**src/hw/modbus_cfg_pkg.sv**
```systemverilog
// constants and carrier types for the configuration holding-register bank
// assumes a 100 MHz system clock and a frame decoder that hands over whole requests
package modbus_cfg_pkg;

	// holding register numbers as seen on the wire
	localparam logic [15:0] REG_SLAVE_ADDRESS = 16'h0001;
	localparam logic [15:0] REG_BAUD_RATE_CODE = 16'h0002;
	localparam logic [15:0] REG_PARITY_MODE = 16'h0003;
	localparam logic [15:0] REG_PRODUCT_TYPE_CODE = 16'h0004;
	localparam logic [15:0] REG_HARDWARE_VERSION = 16'h0005;
	localparam logic [15:0] REG_FIRMWARE_VERSION = 16'h0006;
	localparam logic [15:0] REG_RESERVED_WORD = 16'h0007;
	localparam logic [15:0] REG_COMM_SAFETY_TIMEOUT = 16'h0008;
	localparam logic [15:0] REG_LINE_TERMINATION_CTRL = 16'h0009;
	localparam logic [15:0] REG_RESTORE_DEFAULTS_CMD = 16'h000A;
	localparam logic [15:0] REG_PRESSURE_ALARM_LOW_LIMIT = 16'h000B;

	// factory defaults
	localparam logic [15:0] DEF_SLAVE_ADDRESS = 16'h0001;
	localparam logic [15:0] DEF_BAUD_RATE_CODE = 16'h0002;
	localparam logic [15:0] DEF_PARITY_MODE = 16'h0001;
	localparam logic [15:0] DEF_COMM_SAFETY_TIMEOUT = 16'h0000;
	localparam logic [15:0] DEF_LINE_TERMINATION_CTRL = 16'h0000;
	localparam logic [15:0] DEF_RESTORE_DEFAULTS_CMD = 16'h0000;
	localparam logic [15:0] DEF_PRESSURE_ALARM_LOW_LIMIT = 16'h0000;
	localparam logic [15:0] RESERVED_READ_VALUE = 16'h0000;

	// legal value limits
	localparam logic [15:0] SLAVE_ADDRESS_MIN = 16'h0001;
	localparam logic [15:0] SLAVE_ADDRESS_MAX = 16'h00F7;
	localparam logic [15:0] BAUD_RATE_CODE_MAX = 16'h0005;
	localparam logic [15:0] PARITY_MODE_MAX = 16'h0002;
	localparam logic [15:0] COMM_SAFETY_TIMEOUT_MAX = 16'h003C;
	localparam logic [15:0] FLAG_VALUE_MAX = 16'h0001;

	// codes of the baud and parity selectors
	localparam logic [2:0] BAUD_CODE_4800 = 3'h0;
	localparam logic [2:0] BAUD_CODE_9600 = 3'h1;
	localparam logic [2:0] BAUD_CODE_19200 = 3'h2;
	localparam logic [2:0] BAUD_CODE_38400 = 3'h3;
	localparam logic [2:0] BAUD_CODE_57600 = 3'h4;
	localparam logic [1:0] PARITY_NONE = 2'h0;
	localparam logic [1:0] PARITY_EVEN = 2'h1;
	localparam logic [1:0] PARITY_ODD = 2'h2;

	// baud rates in bit/s
	localparam logic [63:0] BAUD_4800 = 64'h0000_0000_0000_12C0;
	localparam logic [63:0] BAUD_9600 = 64'h0000_0000_0000_2580;
	localparam logic [63:0] BAUD_19200 = 64'h0000_0000_0000_4B00;
	localparam logic [63:0] BAUD_38400 = 64'h0000_0000_0000_9600;
	localparam logic [63:0] BAUD_57600 = 64'h0000_0000_0000_E100;
	localparam logic [63:0] BAUD_115200 = 64'h0000_0000_0001_C200;

	// timing
	localparam logic [63:0] CLK_HZ = 64'h0000_0000_05F5_E100;
	localparam logic [63:0] MINUTE_S = 64'h0000_0000_0000_003C;
	localparam logic [63:0] MINUTE_CYCLES_DEF = CLK_HZ * MINUTE_S;
	localparam logic [15:0] BIT_CYCLES_4800 = 16'(CLK_HZ / BAUD_4800);
	localparam logic [15:0] BIT_CYCLES_9600 = 16'(CLK_HZ / BAUD_9600);
	localparam logic [15:0] BIT_CYCLES_19200 = 16'(CLK_HZ / BAUD_19200);
	localparam logic [15:0] BIT_CYCLES_38400 = 16'(CLK_HZ / BAUD_38400);
	localparam logic [15:0] BIT_CYCLES_57600 = 16'(CLK_HZ / BAUD_57600);
	localparam logic [15:0] BIT_CYCLES_115200 = 16'(CLK_HZ / BAUD_115200);

	// exception codes returned instead of data
	localparam logic [7:0] EXC_NONE = 8'h00;
	localparam logic [7:0] EXC_ILLEGAL_ADDRESS = 8'h02;
	localparam logic [7:0] EXC_ILLEGAL_VALUE = 8'h03;
	localparam logic [7:0] EXC_BUSY = 8'h06;

	typedef struct packed {
		logic valid;
		logic [7:0] station;
		logic write;
		logic [15:0] addr;
		logic [15:0] data;
	} reg_req_t;

	typedef struct packed {
		logic valid;
		logic [7:0] exception;
		logic [15:0] data;
	} reg_rsp_t;

endpackage : modbus_cfg_pkg

```
**src/hw/modbus_config_holding_regs.sv**
```systemverilog
// configuration and identification holding registers behind a modbus slave
// assumes the frame decoder presents one checked request per cycle in req_in
`timescale 1ns/10ps

// How it works
// - baud_rate_code picks 4800, 9600, 19200, 38400, 57600 or 115200 baud for codes 0 to 5, default 2.
// - product_type_code is read only and writes leave it unchanged.
// - hardware_version is read only, major number in the high byte and minor in the low byte.
// - firmware_version is read only in the same major and minor byte format.
// - a nonzero timeout of 1 to 60 minutes drops the termination resistor and raises outputs_zero_out after that long with no traffic.
// - line_termination_ctrl connects the termination resistor at 1 and disconnects it at 0, default 0.
// - writing 1 to restore_defaults_cmd loads every holding register with its factory default.
// - restore_defaults_cmd clears itself when the restore is done, reading 1 only while it runs.
// - a low pressure alarm limit above the present pressure setpoint is rejected.
module modbus_config_holding_regs import modbus_cfg_pkg::*; #(
	parameter logic [15:0] PRODUCT_TYPE_CODE = 16'h0042, // arbitrary value
	parameter logic [15:0] HARDWARE_VERSION = 16'h0301, // arbitrary value
	parameter logic [15:0] FIRMWARE_VERSION = 16'h0405, // arbitrary value
	parameter logic [35:0] MINUTE_CYCLES = 36'(MINUTE_CYCLES_DEF)
) (
	input wire sys_clk_in,
	input wire reset_n_in,
	input reg_req_t req_in,
	input wire [15:0] pressure_setpoint_in,
	output reg_rsp_t rsp_out,
	output logic [7:0] slave_address_out,
	output logic [2:0] baud_rate_code_out,
	output logic [15:0] bit_cycles_out,
	output logic parity_enable_out,
	output logic parity_odd_out,
	output logic line_termination_resistor_out,
	output logic outputs_zero_out
);

	logic [15:0] slave_address;
	logic [15:0] baud_rate_code;
	logic [15:0] parity_mode;
	logic [15:0] comm_safety_timeout;
	logic [15:0] line_termination_ctrl;
	logic [15:0] restore_defaults_cmd;
	logic [15:0] pressure_alarm_low_limit;
	logic [35:0] tick_count;
	logic [5:0] minute_count;

	// request decode
	wire restoring = restore_defaults_cmd[0];
	wire station_hit = req_in.valid && (req_in.station == slave_address[7:0]);
	wire is_write = station_hit && req_in.write;
	wire [15:0] a = req_in.addr;
	wire [15:0] d = req_in.data;
	wire addr_mapped = (a >= REG_SLAVE_ADDRESS) && (a <= REG_PRESSURE_ALARM_LOW_LIMIT);
	wire addr_read_only = (a == REG_PRODUCT_TYPE_CODE) || (a == REG_HARDWARE_VERSION) ||
		(a == REG_FIRMWARE_VERSION);

	// value checks per register
	wire ok_slave = (d >= SLAVE_ADDRESS_MIN) && (d <= SLAVE_ADDRESS_MAX);
	wire ok_baud = d <= BAUD_RATE_CODE_MAX;
	wire ok_parity = d <= PARITY_MODE_MAX;
	wire ok_timeout = d <= COMM_SAFETY_TIMEOUT_MAX;
	wire ok_flag = d <= FLAG_VALUE_MAX;
	wire ok_alarm = d <= pressure_setpoint_in;
	wire value_ok = (a == REG_SLAVE_ADDRESS) ? ok_slave :
		(a == REG_BAUD_RATE_CODE) ? ok_baud :
		(a == REG_PARITY_MODE) ? ok_parity :
		(a == REG_COMM_SAFETY_TIMEOUT) ? ok_timeout :
		(a == REG_LINE_TERMINATION_CTRL) ? ok_flag :
		(a == REG_RESTORE_DEFAULTS_CMD) ? ok_flag :
		(a == REG_PRESSURE_ALARM_LOW_LIMIT) ? ok_alarm : 1'b1;

	// a write in the restore cycle would be overwritten, so it is refused as busy
	wire [7:0] write_exc = !addr_mapped ? EXC_ILLEGAL_ADDRESS :
		addr_read_only ? EXC_ILLEGAL_ADDRESS :
		restoring ? EXC_BUSY :
		!value_ok ? EXC_ILLEGAL_VALUE : EXC_NONE;
	wire [7:0] read_exc = addr_mapped ? EXC_NONE : EXC_ILLEGAL_ADDRESS;
	wire [7:0] next_exc = req_in.write ? write_exc : read_exc;
	wire write_go = is_write && (write_exc == EXC_NONE);

	wire wr_slave = write_go && (a == REG_SLAVE_ADDRESS);
	wire wr_baud = write_go && (a == REG_BAUD_RATE_CODE);
	wire wr_parity = write_go && (a == REG_PARITY_MODE);
	wire wr_timeout = write_go && (a == REG_COMM_SAFETY_TIMEOUT);
	wire wr_term = write_go && (a == REG_LINE_TERMINATION_CTRL);
	wire wr_restore = write_go && (a == REG_RESTORE_DEFAULTS_CMD);
	wire wr_alarm = write_go && (a == REG_PRESSURE_ALARM_LOW_LIMIT);

	// read mux; the identity words are constants, so writes cannot move them
	wire [15:0] read_data = (a == REG_SLAVE_ADDRESS) ? slave_address :
		(a == REG_BAUD_RATE_CODE) ? baud_rate_code :
		(a == REG_PARITY_MODE) ? parity_mode :
		(a == REG_PRODUCT_TYPE_CODE) ? PRODUCT_TYPE_CODE :
		(a == REG_HARDWARE_VERSION) ? HARDWARE_VERSION :
		(a == REG_FIRMWARE_VERSION) ? FIRMWARE_VERSION :
		(a == REG_RESERVED_WORD) ? RESERVED_READ_VALUE :
		(a == REG_COMM_SAFETY_TIMEOUT) ? comm_safety_timeout :
		(a == REG_LINE_TERMINATION_CTRL) ? line_termination_ctrl :
		(a == REG_RESTORE_DEFAULTS_CMD) ? restore_defaults_cmd :
		(a == REG_PRESSURE_ALARM_LOW_LIMIT) ? pressure_alarm_low_limit : 16'h0000;

	reg_rsp_t next_rsp;
	assign next_rsp.valid = station_hit;
	assign next_rsp.exception = next_exc;
	assign next_rsp.data = (!req_in.write && next_exc == EXC_NONE) ? read_data : 16'h0000;

	// baud code to bit period
	wire [15:0] next_bit_cycles = (baud_rate_code[2:0] == BAUD_CODE_4800) ? BIT_CYCLES_4800 :
		(baud_rate_code[2:0] == BAUD_CODE_9600) ? BIT_CYCLES_9600 :
		(baud_rate_code[2:0] == BAUD_CODE_19200) ? BIT_CYCLES_19200 :
		(baud_rate_code[2:0] == BAUD_CODE_38400) ? BIT_CYCLES_38400 :
		(baud_rate_code[2:0] == BAUD_CODE_57600) ? BIT_CYCLES_57600 :
		BIT_CYCLES_115200;

	// safety timeout: any request addressed to us counts as traffic
	wire minute_tick = (tick_count == MINUTE_CYCLES - 36'h0_0000_0001);
	wire [5:0] next_minute = (minute_count == 6'h3F) ? minute_count : minute_count + 6'h01;
	wire timed_out = (comm_safety_timeout != 16'h0000) &&
		({10'h000, minute_count} >= comm_safety_timeout);

	// configuration words; the restore cycle loads all defaults at once
	config_word #(
		.RESET_VALUE(DEF_SLAVE_ADDRESS)
	) slave_address_word (
		.sys_clk_in(sys_clk_in),
		.reset_n_in(reset_n_in),
		.restore_in(restoring),
		.load_in(wr_slave),
		.data_in(d),
		.value_out(slave_address)
	);

	config_word #(
		.RESET_VALUE(DEF_BAUD_RATE_CODE)
	) baud_rate_code_word (
		.sys_clk_in(sys_clk_in),
		.reset_n_in(reset_n_in),
		.restore_in(restoring),
		.load_in(wr_baud),
		.data_in(d),
		.value_out(baud_rate_code)
	);

	config_word #(
		.RESET_VALUE(DEF_PARITY_MODE)
	) parity_mode_word (
		.sys_clk_in(sys_clk_in),
		.reset_n_in(reset_n_in),
		.restore_in(restoring),
		.load_in(wr_parity),
		.data_in(d),
		.value_out(parity_mode)
	);

	config_word #(
		.RESET_VALUE(DEF_COMM_SAFETY_TIMEOUT)
	) comm_safety_timeout_word (
		.sys_clk_in(sys_clk_in),
		.reset_n_in(reset_n_in),
		.restore_in(restoring),
		.load_in(wr_timeout),
		.data_in(d),
		.value_out(comm_safety_timeout)
	);

	config_word #(
		.RESET_VALUE(DEF_LINE_TERMINATION_CTRL)
	) line_termination_ctrl_word (
		.sys_clk_in(sys_clk_in),
		.reset_n_in(reset_n_in),
		.restore_in(restoring),
		.load_in(wr_term),
		.data_in(d),
		.value_out(line_termination_ctrl)
	);

	// the restore clears its own command word, so it lasts exactly one cycle
	config_word #(
		.RESET_VALUE(DEF_RESTORE_DEFAULTS_CMD)
	) restore_defaults_cmd_word (
		.sys_clk_in(sys_clk_in),
		.reset_n_in(reset_n_in),
		.restore_in(restoring),
		.load_in(wr_restore),
		.data_in(d),
		.value_out(restore_defaults_cmd)
	);

	config_word #(
		.RESET_VALUE(DEF_PRESSURE_ALARM_LOW_LIMIT)
	) pressure_alarm_low_limit_word (
		.sys_clk_in(sys_clk_in),
		.reset_n_in(reset_n_in),
		.restore_in(restoring),
		.load_in(wr_alarm),
		.data_in(d),
		.value_out(pressure_alarm_low_limit)
	);

	// traffic watchdog, counted in whole minutes
	always_ff @(posedge sys_clk_in or negedge reset_n_in) begin
		if (!reset_n_in) begin
			tick_count <= 36'h0_0000_0000;
		end else if (station_hit || minute_tick) begin
			tick_count <= 36'h0_0000_0000;
		end else begin
			tick_count <= tick_count + 36'h0_0000_0001;
		end
	end

	always_ff @(posedge sys_clk_in or negedge reset_n_in) begin
		if (!reset_n_in) begin
			minute_count <= 6'h00;
		end else if (station_hit) begin
			minute_count <= 6'h00;
		end else if (minute_tick) begin
			minute_count <= next_minute;
		end
	end

	// outputs, all registered; the timeout forces line_termination_resistor_out low
	always_ff @(posedge sys_clk_in or negedge reset_n_in) begin
		if (!reset_n_in) begin
			rsp_out <= '0;
		end else begin
			rsp_out <= next_rsp;
		end
	end

	always_ff @(posedge sys_clk_in or negedge reset_n_in) begin
		if (!reset_n_in) begin
			slave_address_out <= DEF_SLAVE_ADDRESS[7:0];
		end else begin
			slave_address_out <= slave_address[7:0];
		end
	end

	always_ff @(posedge sys_clk_in or negedge reset_n_in) begin
		if (!reset_n_in) begin
			baud_rate_code_out <= DEF_BAUD_RATE_CODE[2:0];
		end else begin
			baud_rate_code_out <= baud_rate_code[2:0];
		end
	end

	always_ff @(posedge sys_clk_in or negedge reset_n_in) begin
		if (!reset_n_in) begin
			bit_cycles_out <= BIT_CYCLES_19200;
		end else begin
			bit_cycles_out <= next_bit_cycles;
		end
	end

	always_ff @(posedge sys_clk_in or negedge reset_n_in) begin
		if (!reset_n_in) begin
			parity_enable_out <= 1'b1;
		end else begin
			parity_enable_out <= (parity_mode[1:0] != PARITY_NONE);
		end
	end

	always_ff @(posedge sys_clk_in or negedge reset_n_in) begin
		if (!reset_n_in) begin
			parity_odd_out <= 1'b0;
		end else begin
			parity_odd_out <= (parity_mode[1:0] == PARITY_ODD);
		end
	end

	always_ff @(posedge sys_clk_in or negedge reset_n_in) begin
		if (!reset_n_in) begin
			line_termination_resistor_out <= 1'b0;
		end else begin
			line_termination_resistor_out <= line_termination_ctrl[0] && !timed_out;
		end
	end

	always_ff @(posedge sys_clk_in or negedge reset_n_in) begin
		if (!reset_n_in) begin
			outputs_zero_out <= 1'b0;
		end else begin
			outputs_zero_out <= timed_out;
		end
	end

endmodule : modbus_config_holding_regs

// one holding word: factory value at reset and on restore, else the written value
module config_word import modbus_cfg_pkg::*; #(
	parameter logic [15:0] RESET_VALUE = 16'h0000
) (
	input wire sys_clk_in,
	input wire reset_n_in,
	input wire restore_in,
	input wire load_in,
	input wire [15:0] data_in,
	output logic [15:0] value_out
);

	// restore outranks a load; loads in that cycle are refused busy upstream
	always_ff @(posedge sys_clk_in or negedge reset_n_in) begin
		if (!reset_n_in) begin
			value_out <= RESET_VALUE;
		end else if (restore_in) begin
			value_out <= RESET_VALUE;
		end else if (load_in) begin
			value_out <= data_in;
		end
	end

endmodule : config_word

```
**config.mk**
```make
export PLATFORM = sky130hd
export DESIGN_NAME = modbus_config_holding_regs
export DESIGN_NICKNAME = d
export VERILOG_FILES = /design/src/hw/modbus_cfg_pkg.sv /design/src/hw/modbus_config_holding_regs.sv
export SDC_FILE = /design/constraint.sdc
export NUM_CORES = 1
export LEC_CHECK = 0
export ABC_AREA = 1
export BUFFER_PORTS_ARGS = -buffer_cell sky130_fd_sc_hd__buf_2
export CORE_MARGIN = 3
export CORE_UTILIZATION = 53
export DETAILED_ROUTE_END_ITERATION = 6
export GPL_ROUTABILITY_DRIVEN = 0
export PLACE_DENSITY = 0.77
export REMOVE_ABC_BUFFERS = 1
export SYNTH_ARGS = -nofsm -noshare
export SYNTH_HDL_FRONTEND = slang
export SYNTH_SLANG_ARGS = --single-unit
```
**constraint.sdc**
```tcl
create_clock -name sys_clk_in -period 1.9 [get_ports sys_clk_in]
set_input_delay 0.57 -clock sys_clk_in [delete_from_list [all_inputs] [get_ports sys_clk_in]]
set_output_delay 0.57 -clock sys_clk_in [all_outputs]
set_load 0.005 [all_outputs]
```
==> impl_metrics.json <==
{
  "routed-via-count": 11580,
  "placement.io_buffers": 108,
  "detailedPlacementHpwl_mm": 19.06,
  "detailed_place.area_um2": 11960,
  "top_cell_type_by_total_area_after_synthesis": "dfrtp_1",
  "synth.top_cells.by_count": "198 x inv_1, 191 x dfrtp_1, 187 x nand2_1",
  "final_util_pct": 84.08,
  "ioPinCount": 116,
  "syn_area_per_cell_um2": 8.360,
  "worst_hold_path_type": "input pin to asynchronous set/reset pin",
  "violations": "DRC, hold timing, setup timing",
  "timing.final.hold_violations": 2,
  "groute.layer.met1.usage_pct": 40.17,
  "dpl_worst_slack_ps": -714.2,
  "antennaDiodeCount": 0,
  "design.final.nets": 1616,
  "post_drt_via_cell_ratio": 6.518,
  "globalRoute.busiestLayer": "met2",
  "yosys_warnings": 0,
  "wl_per_cell_um": 25.92,
  "cts_tree": "built",
  "drt_iter0_drc": 1755,
  "die_width_um": 143.5,
  "clock_tree.htree_level_count": 1,
  "post_synth_num_cell_types": 58,
  "tightest_slew_ps": 1107,
  "async_s_r_ff_share_synth_pct": 100.0,
  "grt_max_degree": 45,
  "met3_usage_grt_pct": 7.388,
  "setup-violations-final": 172,
  "firstDrtPassIters": 7,
  "filler_cell_count": 778,
  "multiInputGateArea_um2": 5517,
  "ir_drop_uv": 604.3,
  "power.static_leakage_nw": 7.713,
  "post-route-period-util_pct": 139.7,
  "area_of_the_die_um2": 20580,
  "synthFlopType": "dfrtp_1",
  "ff_latch_area_um2": 5070,
  "worstSetupPathType": "input pin to register",
  "power-per-cell-area_nw_per_um2": 665.1,
  "grt_setup_unrepaired": "yes",
  "routed_wl_mm": 46.06,
  "clk_pin_slew_ps": 80,
  "clock_path_buffers": 3,
  "grt_antenna_before_repair": 1,
  "top_count_cell_post_synth": "inv_1",
  "skew_ps": 30.36,
  "route.antenna.remaining_nets": 0,
  "max_cap_viol_count": 0,
  "area_contributors_post_synth": "dfrtp_1 48%, inv_1 7.4%, nand2_1 7.0%, nor2_1 6.1%, a21oi_1 3.3%",
  "grt_util_all_layers_pct": 33.14,
  "whs_ps": -9.418,
  "timing.fmax_mhz": 376.8,
  "postSynthCellCount": 1198,
  "global_route_wire_length_before_repair_mm": 54.15,
  "postLayoutSetupSlackWorst_ps": -754.1,
  "syn-cell-area_um2": 10020,
  "final_area_um2": 15360,
  "ctsHoldBuffers": 0,
  "required_ps": 2370,
  "drive_gt1_share_pct": 47.74,
  "critical_path.startpoint_type": "input pin",
  "cts_buffers": 22,
  "clk_root_buffer_cell": "clkbuf_16",
  "grt_pass1_vias": 10500,
  "die_h_um": 143.5,
  "worstPathArrival_ps": 3120,
  "run_status": "complete, but fails checks",
  "max_fo_critical_path": 18,
  "synth_edf_count": 0,
  "placeableCoreArea_um2": 18270,
  "grtUsageMet2_pct": 54.84,
  "drc": 44,
  "period_minus_slack_ps": 2654,
  "start_util_pct": 54.82,
  "worst_slew_margin_rel_pct": 25.39,
  "syn2layout_area_growth_pct": 53.37,
  "cts_num_sinks": 202,
  "synth_top_cell_area_share_pct": 47.72,
  "slew_viol_final": 0,
  "gr-total-overflow": 0,
  "worstSetupEndpointType": "register",
  "ys_seq_elements": 202,
  "clock_latency_ps": 540,
  "std_cell_rows": 49,
  "synth.yosys.seq_area_share_pct": 50.61
}
==> layer usage <==
| metal | vias up | wire length [µm] |
|---|---|---|
| met4 | 2 | 5267 |
| met5 | - | 17 |
| li1 | 4479 | - |
| met2 | 1182 | 20030 |
| met3 | 546 | 6178 |
| met1 | 5373 | 14560 |
==> cells in the final DEF, fill, tap and decap left out, types with 9 or more instances in the layout <==
cell type,instances
dfrtp_1,190
o21ai_0,28
nand4_1,14
nand3_1,20
a21oi_1,49
buf_2,90
clkbuf_16,24
nand3_4,11
o211ai_1,16
a21oi_2,16
buf_4,162
nor2_1,83
nand2_2,55
ha_1,9
nand2_4,13
nor3_1,20
nand3_2,30
nand2_1,138
o21ai_1,20
inv_1,177
nor2_4,47
buf_6,57
buf_12,19
dfstp_2,11
nor4_1,10
nor2_2,61
inv_2,27
ha_4,14
o21ai_2,14
==> repair_timing <==
item | 4_1_cts | 5_1_grt
gates cloned | 12 | 1
pin swaps | 67 | 84
resized for setup | 253 | 252
endpoints found under the setup margin | 166 | 174
hold endpoints to repair | 0 | 0
buffers inserted | 46 | 31
==> stage by stage <==
step / total power, W / setup TNS [ps] / std cells
floorplan: 0.004882 / -71410 / 1168
global placement: 0.005284 / -80290 / 1660
detailed placement: 0.005313 / -93150 / 1660
CTS: 0.009768 / -15350 / 1758
global route: 0.01042 / -103660 / 1777
finish: 0.01022 / -93610 / 1777
==> sequential cells by signal, indices dropped and copies added, names as in the netlist <==
name / flops
baud_rate_code_out: 3
baud_rate_code_word.value_out: 16
bit_cycles_out: 13
comm_safety_timeout_word.value_out: 16
line_termination_ctrl_word.value_out: 16
line_termination_resistor_out: 1
minute_count: 6
outputs_zero_out: 1
parity_enable_out: 1
parity_mode_word.value_out: 16
parity_odd_out: 1
pressure_alarm_low_limit_word.value_out: 16
restore_defaults_cmd_word.value_out: 16
rsp_out: 20
slave_address_out: 8
slave_address_word.value_out: 16
tick_count: 36
==> final cells by class <==
cell class,instances,share of cell area (%)
Timing Repair Buffer,336,18.59
Inverter,213,5.563
Timing Repair inverter,1,0.1059
Tap cell,229,1.865
Clock buffer,32,4.423
Clock inverter,8,0.5376
Multi-Input combinational cell,756,35.91
Sequential cell,202,33.00
==> worst max-delay path, stage by stage <==
cell and delay, ps:
buf_2 120, nor2_2 120, nand2_1 110, nor2_4 190, nand4_1 170, buf_4 250
buf_4 170, o21ai_0 850, o221ai_4 260, o2111ai_2 130, nand2_1 80, inv_1 80
==> where the power goes <==
group,switching [W],internal (W)
combinational,0.000617,0.000457
sequential,0.000116,0.00441
clock,0.00198,0.00263
total,0.00272,0.00750
==> cell families after synthesis <==
group           share of synthesized area, %
compound gates                         10.46
buf+inv                                10.13
fa+ha+maj                              2.998
xor+xnor                               1.137
flops                                  50.61
other cells                          0.03744
simple gates                           24.63
==> worst paths after layout <==
check                                            startpoint                                       end  slack [ps]  depth (start not counted)
max                                              req_in[30]                                rsp_out[2]        -750                         12
min                                              reset_n_in  line_termination_ctrl_word.value_out[10]          -9                          1
max reg2reg                 slave_address_word.value_out[6]                            tick_count[11]        -690                          9
min reg2reg                baud_rate_code_word.value_out[1]                     baud_rate_code_out[1]         430                          0
max in group asynchronous                        reset_n_in                               rsp_out[13]        1250                          2
min in group sys_clk_in                          req_in[32]                               rsp_out[18]         360                          3
No activity file was read; power rests on OpenSTA's default activity.
